### src/verilog/mbp_pkg.sv
package mbp_pkg;

   // ----------------------------------------------------------------
   // Register map (APB byte addresses)
   // ----------------------------------------------------------------
   localparam logic [7:0] OFF_CTRL = 8'h00;
   localparam logic [7:0] OFF_PULSE = 8'h04;
   localparam logic [7:0] OFF_STATUS = 8'h08;
   localparam logic [7:0] OFF_MASK = 8'h0c;
   localparam logic [7:0] OFF_DMA = 8'h10;
   localparam logic [7:0] OFF_SCRATCH = 8'h14;

   // ----------------------------------------------------------------
   // Fields
   // ----------------------------------------------------------------
   localparam int CTRL_LEVEL_BIT = 0;
   localparam int CTRL_MODE_LSB = 1;
   localparam int ST_IRQ_BIT = 0;
   localparam int ST_DMA_BIT = 1;
   localparam int DMA_REQ_BIT = 0;

   // ----------------------------------------------------------------
   // Reset values and timing
   // ----------------------------------------------------------------
   localparam logic [31:0] RST_CTRL = 32'h0000_0000;
   localparam logic [7:0] RST_PULSE = 8'h02;
   localparam logic [7:0] MIN_PULSE = 8'h02;
   localparam logic [7:0] LEVEL_MIN_CYC = 8'h02;
   localparam logic [1:0] DEMAND_CYC = 2'h3;
   localparam logic [1:0] WAIT_SLOW = 2'h1;

   typedef enum logic [1:0] {
      DMA_BLOCK,
      DMA_STEP,
      DMA_BURST,
      DMA_DEMAND
   } mbp_dma_mode_t;

   typedef struct packed {
      logic level_mode;
      mbp_dma_mode_t dma_mode;
   } mbp_cfg_t;

endpackage

### src/verilog/mbp_port.sv
// Chosen here: the placing of the registers and the APB register port.
`timescale 1ns/1ps
// Operation
// RULE1: Every access takes at least one clock; length by address; ready ends it.
// RULE2: Host holds the access open until ready is asserted.
// RULE3: Host may end the access in the cycle ready is seen.
// RULE4: Edge mode irq pulse lasts the programmed number of clock periods.
// RULE5: Level mode irq stays asserted at least two clock cycles.
// RULE6: Block, step, burst modes: request updates one cycle after acknowledge.
// RULE7: Demand mode: request reacts to acknowledge after at least three cycles.
// RULE8: Far side changes acknowledge high-to-low only between clock edges.
// RULE9: Read data is valid no later than the cycle ready is asserted.
module mbp_port
   import mbp_pkg::*;
(
   // Clock and reset
   input wire logic pclk,
   input wire logic presetn,
   // APB slave
   input wire logic psel,
   input wire logic penable,
   input wire logic pwrite,
   input wire logic [7:0] paddr,
   input wire logic [31:0] pwdata,
   output logic [31:0] prdata,
   output logic pready,
   output logic pslverr,
   // Device events and DMA
   input wire logic irq_event,
   input wire logic dma_acknowledge,
   // Device pins
   output logic irq_out,
   output logic dma_request,
   output logic irq_line
);

   // ----------------------------------------------------------------
   // Address decode
   // ----------------------------------------------------------------
   function automatic logic mapped(input logic [7:0] a);
      mapped = (a == OFF_CTRL) || (a == OFF_PULSE) || (a == OFF_STATUS) ||
               (a == OFF_MASK) || (a == OFF_DMA) || (a == OFF_SCRATCH);
   endfunction

   // Status and scratch take one wait cycle
   function automatic logic slow_addr(input logic [7:0] a);
      slow_addr = (a == OFF_STATUS) || (a == OFF_SCRATCH);
   endfunction

   mbp_cfg_t cfg, next_cfg;
   logic [7:0] irq_pulse_width_setting, next_pulse;
   logic [1:0] status, next_status;
   logic [1:0] mask, next_mask;
   logic [31:0] scratch, next_scratch;
   logic dma_enable, next_dma_enable;
   logic [1:0] wait_cnt, next_wait_cnt;
   logic [31:0] next_prdata;
   logic access, done;

   assign access = psel && penable;
   // RULE1: wait-state ready
   assign done = access && (!slow_addr(paddr) || (wait_cnt == WAIT_SLOW));
   assign pready = done;
   assign pslverr = done && !mapped(paddr);

   // ----------------------------------------------------------------
   // Register file
   // ----------------------------------------------------------------
   always_comb
   begin
      next_cfg = cfg;
      next_pulse = irq_pulse_width_setting;
      next_mask = mask;
      next_scratch = scratch;
      next_dma_enable = dma_enable;
      next_status = status;
      next_prdata = prdata;
      next_wait_cnt = (access && !done) ? wait_cnt + 2'h1 : 2'h0;
      // Preload in setup and wait cycles so data stands with pready
      if (psel && !pwrite && !done)
      begin
         // RULE9: data before ready
         case (paddr)
            OFF_CTRL: next_prdata = {29'h0, cfg.dma_mode, cfg.level_mode};
            OFF_PULSE: next_prdata = {24'h0, irq_pulse_width_setting};
            OFF_STATUS: next_prdata = {30'h0, status};
            OFF_MASK: next_prdata = {30'h0, mask};
            OFF_DMA: next_prdata = {30'h0, dma_request, dma_enable};
            OFF_SCRATCH: next_prdata = scratch;
            default: next_prdata = 32'h0;
         endcase
      end
      // Clear only bits the read returned, so no event is lost
      if (done && !pwrite && paddr == OFF_STATUS)
         next_status = status & ~prdata[1:0];
      if (done && pwrite)
      begin
         case (paddr)
            OFF_CTRL:
            begin
               next_cfg.level_mode = pwdata[CTRL_LEVEL_BIT];
               next_cfg.dma_mode =
                  mbp_dma_mode_t'(pwdata[CTRL_MODE_LSB +: 2]);
            end
            // Below two would break the edge-mode minimum
            OFF_PULSE: next_pulse = (pwdata[7:0] < MIN_PULSE) ?
                                    MIN_PULSE : pwdata[7:0];
            OFF_MASK: next_mask = pwdata[1:0];
            OFF_DMA: next_dma_enable = pwdata[DMA_REQ_BIT];
            OFF_SCRATCH: next_scratch = pwdata;
            default: next_scratch = scratch;
         endcase
      end
      // Set wins over the read clear
      if (irq_event)
         next_status[ST_IRQ_BIT] = 1'b1;
      if (dma_acknowledge && !dma_request)
         next_status[ST_DMA_BIT] = 1'b1;
   end

   always_ff @(posedge pclk or negedge presetn)
   begin
      if (!presetn)
      begin
         cfg <= mbp_cfg_t'(RST_CTRL[2:0]);
         irq_pulse_width_setting <= RST_PULSE;
         mask <= 2'h0;
         status <= 2'h0;
         scratch <= 32'h0;
         dma_enable <= 1'b0;
         wait_cnt <= 2'h0;
         prdata <= 32'h0;
      end
      else
      begin
         cfg <= next_cfg;
         irq_pulse_width_setting <= next_pulse;
         mask <= next_mask;
         status <= next_status;
         scratch <= next_scratch;
         dma_enable <= next_dma_enable;
         wait_cnt <= next_wait_cnt;
         prdata <= next_prdata;
      end
   end

   assign irq_line = |(status & mask);

   // ----------------------------------------------------------------
   // Interrupt pin shaping
   // ----------------------------------------------------------------
   logic [7:0] irq_cnt, next_irq_cnt;
   logic next_irq_out, irq_prev, src;
   assign src = irq_event;
   always_comb
   begin
      next_irq_out = irq_out;
      next_irq_cnt = irq_cnt;
      if (irq_out)
      begin
         if (irq_cnt != 8'h0)
            next_irq_cnt = irq_cnt - 8'h1;
         // RULE4: programmed pulse
         if (!cfg.level_mode && irq_cnt == 8'h1)
            next_irq_out = 1'b0;
         // RULE5: level minimum hold
         if (cfg.level_mode && irq_cnt <= 8'h1 && !src)
            next_irq_out = 1'b0;
      end
      else if (src && !irq_prev)
      begin
         next_irq_out = 1'b1;
         next_irq_cnt = cfg.level_mode ? LEVEL_MIN_CYC :
                        irq_pulse_width_setting;
      end
   end

   always_ff @(posedge pclk or negedge presetn)
   begin
      if (!presetn)
      begin
         irq_out <= 1'b0;
         irq_cnt <= 8'h0;
         irq_prev <= 1'b0;
      end
      else
      begin
         irq_out <= next_irq_out;
         irq_cnt <= next_irq_cnt;
         irq_prev <= src;
      end
   end

   // ----------------------------------------------------------------
   // DMA request
   // ----------------------------------------------------------------
   // Only rising-edge sampling; a falling-edge stage is not needed here
   logic [1:0] dly, next_dly;
   logic next_dma_request;

   always_comb
   begin
      next_dly = 2'h0;
      next_dma_request = dma_enable;
      if (cfg.dma_mode == DMA_DEMAND)
      begin
         // RULE7: three-cycle reaction
         next_dly = dly;
         next_dma_request = dma_request;
         if (dma_acknowledge && dma_request)
         begin
            next_dly = (dly == DEMAND_CYC - 2'h1) ? dly : dly + 2'h1;
            if (dly == DEMAND_CYC - 2'h1)
               next_dma_request = 1'b0;
         end
         else
         begin
            next_dly = 2'h0;
            if (!dma_acknowledge)
               next_dma_request = dma_enable;
         end
      end
      else
         // RULE6: one-cycle reaction
         next_dma_request = dma_enable && !dma_acknowledge;
   end

   always_ff @(posedge pclk or negedge presetn)
   begin
      if (!presetn)
      begin
         dly <= 2'h0;
         dma_request <= 1'b0;
      end
      else
      begin
         dly <= next_dly;
         dma_request <= next_dma_request;
      end
   end
endmodule

### config.mk
export PLATFORM = sky130hd
export DESIGN_NAME = mbp_port
export DESIGN_NICKNAME = d
export VERILOG_FILES = /design/src/verilog/mbp_pkg.sv /design/src/verilog/mbp_port.sv
export SDC_FILE = /design/constraint.sdc
export NUM_CORES = 1
export LEC_CHECK = 0
export BUFFER_PORTS_ARGS = -buffer_cell sky130_fd_sc_hd__buf_2
export CAP_MARGIN = 20
export CORE_MARGIN = 1.5
export CORE_UTILIZATION = 59
export CTS_CLUSTER_DIAMETER = 60
export DETAILED_ROUTE_END_ITERATION = 8
export PLACE_DENSITY = 0.84
export SLEW_MARGIN = 10
export SYNTH_ARGS = -nofsm -noshare
export SYNTH_HDL_FRONTEND = slang
export SYNTH_SLANG_ARGS = --single-unit
### constraint.sdc
create_clock -name pclk -period 3.3 [get_ports pclk]
set_input_delay 0.66 -clock pclk [delete_from_list [all_inputs] [get_ports pclk]]
set_output_delay 0.66 -clock pclk [all_outputs]
set_load 0.01 [all_outputs]
# == After elaboration in Yosys (flattened, before gate mapping) ==
# Cells that the tools add are included.
# totals
inputBits,47
elab_cells,102
out_inout_bits,37
register_bits,95
# classes
n_reduce_logical,45
bitwise_logic,3
mux,21
magnitude_cmp,2
n_eq_ne,13
add_sub_neg,3
# ops
cell,count
32-bit one-hot mux with 6 select lines,1
8-bit 2-to-1 mux,5
"8-bit by 4-bit == test with 1-bit output, second input constant",2
"8-bit by 5-bit == test with 1-bit output, second input constant",2
1-bit logical AND,16
2-bit AND reduction,7
1-bit 2-to-1 mux,10
2-bit 2-to-1 mux,5
1-bit logical NOT,9
"8-bit by 1-bit == test with 1-bit output, second input constant",1
"8-bit by 3-bit == test with 1-bit output, second input constant",1
"8-bit by 1-bit less-or-equal comparator with 1-bit output, second input constant",1
8-bit logical NOT,1
"8-bit by 2-bit < comparator with 1-bit output, second input constant",1
8-bit nonzero test,1
"8-bit by 1-bit subtractor with 8-bit output, second input constant",1
1-bit logical OR,7
"3-bit by 2-bit != test with 1-bit output, second input constant",2
2-bit nonzero test,3
"2-bit by 1-bit adder with 2-bit output, second input constant",2
2-bit bitwise AND,2
"2-bit == test, second input constant",2
"3-bit != test, second input constant",1
"2-bit by 1-bit == test with 1-bit output, second input constant",1
other kinds (3),3

# == Logic depth before layout (Yosys ltp) ==
# Gate-level depths: netlist of run 1.
# depth
word_depth,9
mapped_depth,7
ltp_nobuf,6

# == Least setup slack after synthesis of run 1 ==
# OpenSTA, ideal clock, no wires.
# synth_timing
path_kind,in2reg
from,input paddr[5]
to,register scratch[0]
n_path_buf,2
required_ns,3.175
setup_ns,0.125
setup_slack_ns,0.949
cell_stages,6
arrival_ns,2.226
cell_sequence,or3_1 > buf_2 > or2_4 > nor3_4 > buf_6 > mux2_2
# synth_via
elab_chain_len,7
word_cells_on_any_way,8
classes_between,eq/ne: 2; reduce/logical: 6
# synth_rtl
element,line,rtl
start: declaration,mbp_port.sv:23,"input wire logic [7:0] paddr,"
8-bit by 4-bit == test with 1-bit output / 8-bit by 5-bit == test with 1-bit output (equally long branches),"mbp_port.sv:47, mbp_port.sv:98",
1-bit logical OR,mbp_port.sv:47,slow_addr = (a == OFF_STATUS) || (a == OFF_SCRATCH);
1-bit logical NOT,mbp_port.sv:62,assign done = access && (!slow_addr(paddr) || (wait_cnt == WAIT_SLOW));
1-bit logical OR,mbp_port.sv:62,
1-bit logical AND,mbp_port.sv:62,
1-bit logical AND,mbp_port.sv:96,if (done && pwrite)
2-bit AND reduction (no source line) (*),n/a,
end signal: assignment,mbp_port.sv:140,scratch <= next_scratch;
end: declaration,mbp_port.sv:54,"logic [31:0] scratch, next_scratch;"
# Mark *: on every way between the ends. The rest lies on a longest branch, timed or not.
# A chain may end at the register's enable or synchronous reset.

# == Final worst setup path of run 1 ==
# layout_timing
from,input paddr[4]
to,output pready
# layout_via
elab_chain_len,5
word_cells_on_any_way,6
classes_between,eq/ne: 2; reduce/logical: 4
# layout_rtl
element,line,rtl
8-bit by 4-bit == test with 1-bit output / 8-bit by 5-bit == test with 1-bit output (equally long branches),mbp_port.sv:47,
1-bit logical OR (*),mbp_port.sv:47,
1-bit logical NOT (*),mbp_port.sv:62,
1-bit logical OR (*),mbp_port.sv:62,
1-bit logical AND (*),mbp_port.sv:62,
end: declaration,mbp_port.sv:26,"output logic pready,"
# Marked as above.

==> results of run 1 <==
[cell usage in the layout (no fill, tap or decap), types with 2 or more instances in the layout]
cell type,synthesis,layout
a211o_1,2,2
a21oi_1,9,8
a22o_1,2,2
a31oi_1,2,2
buf_2,8,82
buf_4,2,10
clkbuf_8,0,10
clkinv_4,0,2
dfrtp_1,94,94
ha_1,4,4
inv_1,37,37
mux2_1,3,3
mux2_2,48,48
mux2i_1,37,37
nand2_1,38,38
nand3_1,3,3
nor2_1,18,18
nor2b_1,3,3
nor3_1,6,6
nor4_1,4,4
o21ai_0,10,10
o22ai_1,3,3
o311ai_0,2,2
o31ai_1,3,3
or3_1,5,5
or4_1,2,2
[worst max-delay path by stage]
stage,startpoint,end,slack (ns),cells after the start
finish,paddr[4],pready,0.68,5
global route,paddr[5],pready,0.58,5
CTS,paddr[4],pready,0.69,5
detailed placement,paddr[5],scratch[17],0.53,6
global placement,paddr[5],scratch[24],0.60,6
floorplan,paddr[5],scratch[0],0.95,6
[cell type report]
class / count / area [um2]
multi-input combinational: 226 / 1760
sequential: 95 / 2380
clock inverter: 6 / 80.1
timing repair buffer: 93 / 505
inverter: 37 / 139
tap: 99 / 124
fill: 536 / 2090
clock buffer: 10 / 138
[Yosys cell counts (all sizes together), types with 3 or more instances]
cell type / number / share of area, %
mux2: 51 / 13
nor2: 18 / 1.5
nor4: 5 / 1.1
nand2: 38 / 3.3
a21oi: 9 / 1.0
mux2i: 37 / 8.5
dfrtp: 94 / 54
inv: 37 / 3.2
nand3: 3 / 0.34
ha: 4 / 1.1
o22ai: 3 / 0.43
or3: 5 / 0.72
buf: 14 / 2.1
o31ai: 3 / 0.52
nor2b: 3 / 0.43
o21ai: 10 / 1.1
nor3: 8 / 1.3
[cells by family (layout without fill, tap and decap cells)]
group / Yosys count / after routing / share of synthesized area (%)
buf+inv: 53 / 146 / 5.47
xor+xnor: 1 / 1 / 0.201
mux: 88 / 88 / 21.6
fa+ha+maj: 4 / 4 / 1.15
compound gates: 42 / 42 / 6.39
simple gates: 91 / 91 / 10.7
flops: 95 / 95 / 54.5
[per-stage QoR]
stage	area [um2]	utilization, %	setup slack, ns	hold WS (ns)
floorplan	4370	-	0.949	0.364
global placement	4910	68.0	0.596	0.432
detailed placement	4910	68.0	0.535	0.458
CTS	5120	71.0	0.686	0.331
global route	5120	71.0	0.578	0.364
finish	5120	71.0	0.677	0.316
[worst max-delay path, cell delays in order]
cell      delay [ns]
buf_2           0.40
nor3b_1         0.10
o211ai_1        0.45
nor2b_1         0.20
buf_2           0.14
[layer usage]
layer  global-route usage (%)  vias to the layer above  part of all wire (%)
li1                         -                     1468                     -
met4                     10.2                        0                   1.7
met3                     4.89                       15                   4.3
met2                     39.7                       77                    51
met1                     32.2                     1517                    43
met5                        0                        -                     0
[flip-flops by register name, summed over array words and instances (netlist names)]
register and count:
mask 2, wait_cnt 2, dma_request 1, scratch 32, cfg 3, irq_cnt 8, irq_prev 1, prdata 32
dma_enable 1, dly 2, status 2, irq_pulse_width_setting 8, irq_out 1
[report_power, final]
part           internal, W  switching [W]
clock             0.000383       0.000426
sequential         0.00122      0.0000687
combinational     0.000157       0.000230
==> impl_metrics.yaml, run 1 <==
yosys:
  synth.avg_cell_area_um2: 11.7
  synth_cell_type_count: 50
  synth-edff-count: 0
  ys_async_sr_fraction_pct: 100
  synth_warnings: 0
  synth_ff_type: "dfrtp_1"
  ys_ff_latch: 95
  syn_area_um2: 4370
  netlist_instances: 374
  syn_nets: 425
  ys_seq_area_share_pct: 54.5
sta:
  finalClockSkew_ns: 0.00974
  tightestPinTransition_ns: 0.651
  slew_violations: 0
  setup_violations: 0
  min_period_over_period_pct: 79.5
  post-route-min-period_ns: 2.62
  hold_viol_final: 0
  tns_ns: 0
  fmax_ghz: 0.381
  rsz0062_at_grt: "false"
  slew_headroom_pct: 56.6
placement:
  gp_congestion: 0.850
  dp_cells: 550
  hpwlAfterDp_um: 6250
  portBuffers: 83
power:
  p_per_area_nw_per_um2: 485
  p_leak_nw: 2.54
  peakVddDrop_mv: 0.238
  totalPowerFinal_w: 0.00248
drt:
  viasPerCell: 5.44
  drt-initial-drc-count: 148
  totalWireLength_um: 8990
  drc: 0
  routedWlPerCell_um: 15.9
  vias: 3077
  ant_nets: 0
  drtPass1Iterations: 4
clocking:
  clock_path_buffers: 2
  clk_latency_ns: 0.36
  numClockSinks: 95
  cts_buffers: 9
  cts.hold.buffers_added: 0
  ctsResizeCount: 0
  htree_levels: 3
  cts_root_buf: "clkbuf_8"
  cts_tree: "done"
  post_cts_buffers: 0
  path_clk_slew_ns: 0.09
grt:
  grt_pass1_wl_um: 14600
  gr-total-overflow: 0
  grt_usage_pct: 24.4
  first_global_vias: 3051
  antenna_found_initial: 0
  grt_max_degree: 52
setup_path:
  reg2reg_slack_ns: 1.15
  worst_r2r_endpoint: "prdata[10]"
  startpoint_type: "input pin"
  critical_path_arrival_ns: 1.96
  rr_worst_depth: 6
  critPathRequiredTime_ns: 2.64
  end_kind: "primary output"
  r2r_start: "wait_cnt[0]"
  cp_max_fo: 19
  critPathKind: "input pin to primary output"
die:
  fp.dieW_um: 89.0
  io_pins: 84
  fp-row-count: 31
  die-area_um2: 7920
  die_y_um: 89.0
  core_area_um2: 7210
  start_util_pct: 60.5
run:
  cap_violations: 0
layout:
  finish.net_count: 513
  area_delta_synth_final_pct: 17.4
  layout-drive-gt1-share_pct: 35.3
  n_antenna_cell: 0
  fin_cells: 566
min_path:
  hp-class: "input pin to async pin"
run_status:
  outcome: "finished, final reports clean"
No activity file was read; power rests on OpenSTA's default activity.
==> run 2, diff against run 1 <==
- ABC_AREA: unset -> 1
- CORE_UTILIZATION: 59 -> 50
- PLACE_DENSITY: 0.84 -> 0.76
- clock period: 3.3 -> 2.1 ns (I/O delays scaled with it)
==> impl_metrics.yaml, run 2 <==
grt:
  grt_usage_pct: 23.3
  first_global_vias: 3958
  gr-total-overflow: 0
  antenna_found_initial: 0
  grt_max_degree: 61
  grt_pass1_wl_um: 18200
setup_path:
  critPathCapture: "pslverr"
  startpoint: "paddr[0]"
  path_buf_inv: 3
  cp_max_fo: 10
  worst_r2r_endpoint: "irq_cnt[1]"
  critPathRequiredTime_ns: 1.68
  end_kind: "primary output"
  startpoint_type: "input pin"
  cp.depth: 10
  critical_path_arrival_ns: 1.50
  reg2reg_slack_ns: 0.23
  crit_path_top_delay_cell: "nor2_1"
  r2r_start: "irq_cnt[0]"
  crit_path_frequent_cell: "nand2_2"
  critPathKind: "input pin to primary output"
  critPathMaxStageDelay_ns: 0.18
  rr_worst_depth: 9
  cp_top_family: "simple AND/OR/NAND/NOR gates"
  cp_cell_sequence: "buf_2, inv_1, nand2_1, nor2_1, nand2_2, nand2_2, nand2_4, nand2_2, nor2_1, buf_2"
power:
  p_int_w: 0.00249
  p_per_area_nw_per_um2: 636
  switchingPower_w: 0.000853
  p_comb_share_pct: 6.4
  p_leak_nw: 2.83
  switching_share_pct: 25.5
  peakVddDrop_mv: 0.454
  p_seq_share_pct: 55.5
  p_clk_share_pct: 38.2
yosys:
  synth.avg_cell_area_um2: 8.05
  syn_area_um2: 4510
  synth.area.top_cells: "dfrtp_1 52%, nand2_1 19%, nand4_1 7.8%"
  yosysMostFrequentCell: "nand2_1"
  synth_top_area_share_pct: 52.2
  synth_cell_type_count: 29
  yosysTopAreaCell: "dfrtp_1"
  synth-edff-count: 0
  synthMuxAreaShare_pct: 0
  ys_ff_latch: 95
  ys_async_sr_fraction_pct: 100
  ys_seq_area_share_pct: 52.7
  netlist_instances: 560
  synth_adder_area_share_pct: 1.11
  synth_ff_type: "dfrtp_1"
  synthSimpleGateAreaFrac_pct: 31.2
  synth_top_family_by_area: "simple AND/OR/NAND/NOR gates"
  ys_top_cells_by_count: "223 x nand2_1, 94 x dfrtp_1, 56 x nand4_1"
  synth_xor_area_share_pct: 0
  synth_warnings: 0
  syn_nets: 611
  synth-compound-area-share_pct: 7.49
clocking:
  numClockSinks: 95
  htree_levels: 3
  cts_root_buf: "clkbuf_8"
  ctsResizeCount: 0
  clock_path_buffers: 2
  cts_tree: "done"
  cts_buffers: 9
  post_cts_buffers: 0
  path_clk_slew_ns: 0.10
  clk_latency_ns: 0.37
sta:
  fmax_ghz: 0.522
  tns_ns: 0
  rsz0062_at_grt: "false"
  min_period_over_period_pct: 91.3
  setup_violations: 0
  hold_viol_final: 0
  timing.final.ws_setup_ns: 0.183
  finalClockSkew_ns: 0.0121
  slew_headroom_pct: 72.5
  tightestPinTransition_ns: 0.412
  slew_violations: 0
  post-route-min-period_ns: 1.92
die:
  die-area_um2: 9600
  core_area_um2: 8720
  start_util_pct: 51.7
  die_y_um: 98.0
  fp-row-count: 34
  io_pins: 84
  fp.dieW_um: 98.0
drt:
  drc: 0
  drtPass1Iterations: 5
  routedWlPerCell_um: 14.1
  totalWireLength_um: 10700
  ant_nets: 0
  vias: 4086
  drt-initial-drc-count: 223
  viasPerCell: 5.42
placement:
  place_area_um2: 5030
  portBuffers: 83
  gp_congestion: 0.919
  pre_cts_slack_ns: 0.170
  hpwlAfterDp_um: 7670
layout:
  layout-drive-gt1-share_pct: 19.8
  finalInstanceArea_um2: 5250
  layout_commonest_cell: "nand2_1"
  finish.net_count: 692
  n_antenna_cell: 0
  area_delta_synth_final_pct: 16.5
  final_cell_mix: "223 x nand2_1, 94 x dfrtp_1, 82 x buf_2"
  n_fill_cell: 785
  top_regs: "prdata x32, scratch x32"
min_path:
  whs_path_depth: 1
  hp-class: "input pin to flop"
run:
  cap_violations: 0
run_status:
  outcome: "finished, final reports clean"
run 2: kinds of logic (layout without fill, tap and decap cells):
group	count (synthesis)	after routing
flip-flops	95	95
AND/OR/NAND/NOR	325	325
AO/OA/AOI/OAI	61	61
adder cells (fa/ha/maj)	4	4
buffers and inverters	75	161
run 2: power groups by stage:
stage / logic, W / clock network [W] / registers [W]
global placement: 0.000208 / 0 / 0.00189
detailed placement: 0.000212 / 0 / 0.00189
finish: 0.000213 / 0.00127 / 0.00185
global route: 0.000238 / 0.00138 / 0.00185
CTS: 0.000214 / 0.00130 / 0.00185
floorplan: 0.0000951 / 0 / 0.00189
run 2: worst min path at each step:
| stage | start | end | slack [ns] |
|---|---|---|---|
| final | irq_event | irq_prev | 0.18 |
| after global routing | irq_event | irq_prev | 0.17 |
| after CTS | irq_event | irq_prev | 0.17 |
| after detailed placement | presetn | prdata[26] | 0.26 |
| after global placement | presetn | prdata[24] | 0.25 |
| after floorplan | presetn | cfg[0] | 0.12 |
run 2: metal layers:
layer | GRT usage [%] | share of wire [%]
met5 | 0 | 0
met4 | 8.13 | 1.8
met3 | 4.94 | 5.8
met2 | 38.4 | 47
met1 | 30.6 | 45
run 2: stage by stage:
step | std cells | utilization, % | hold slack, ns | power, W
6_report | 754 | 60.2 | 0.178 | 0.00334
4_1_cts | 754 | 60.2 | 0.171 | 0.00337
3_5_place_dp | 737 | 57.7 | 0.256 | 0.00210
3_3_place_gp | 737 | 57.7 | 0.253 | 0.00209
2_1_floorplan | 560 | - | 0.124 | 0.00198
5_1_grt | 754 | 60.2 | 0.170 | 0.00348
run 2: final cells by class:
class	count	area, um2	area share [%]
well taps	108	135	2.57
flip-flops and latches	95	2380	45.3
clock inverters	7	86.3	1.64
repair buffers	98	546	10.4
multi-input cells	390	1810	34.4
inverters	47	176	3.36
clock buffers	9	124	2.36
run 2: what timing repair did:
action                                  in CTS  in global routing
hold endpoints to repair                     7                  0
endpoints found under the setup margin       0                  0
hold buffers                                 1                  0
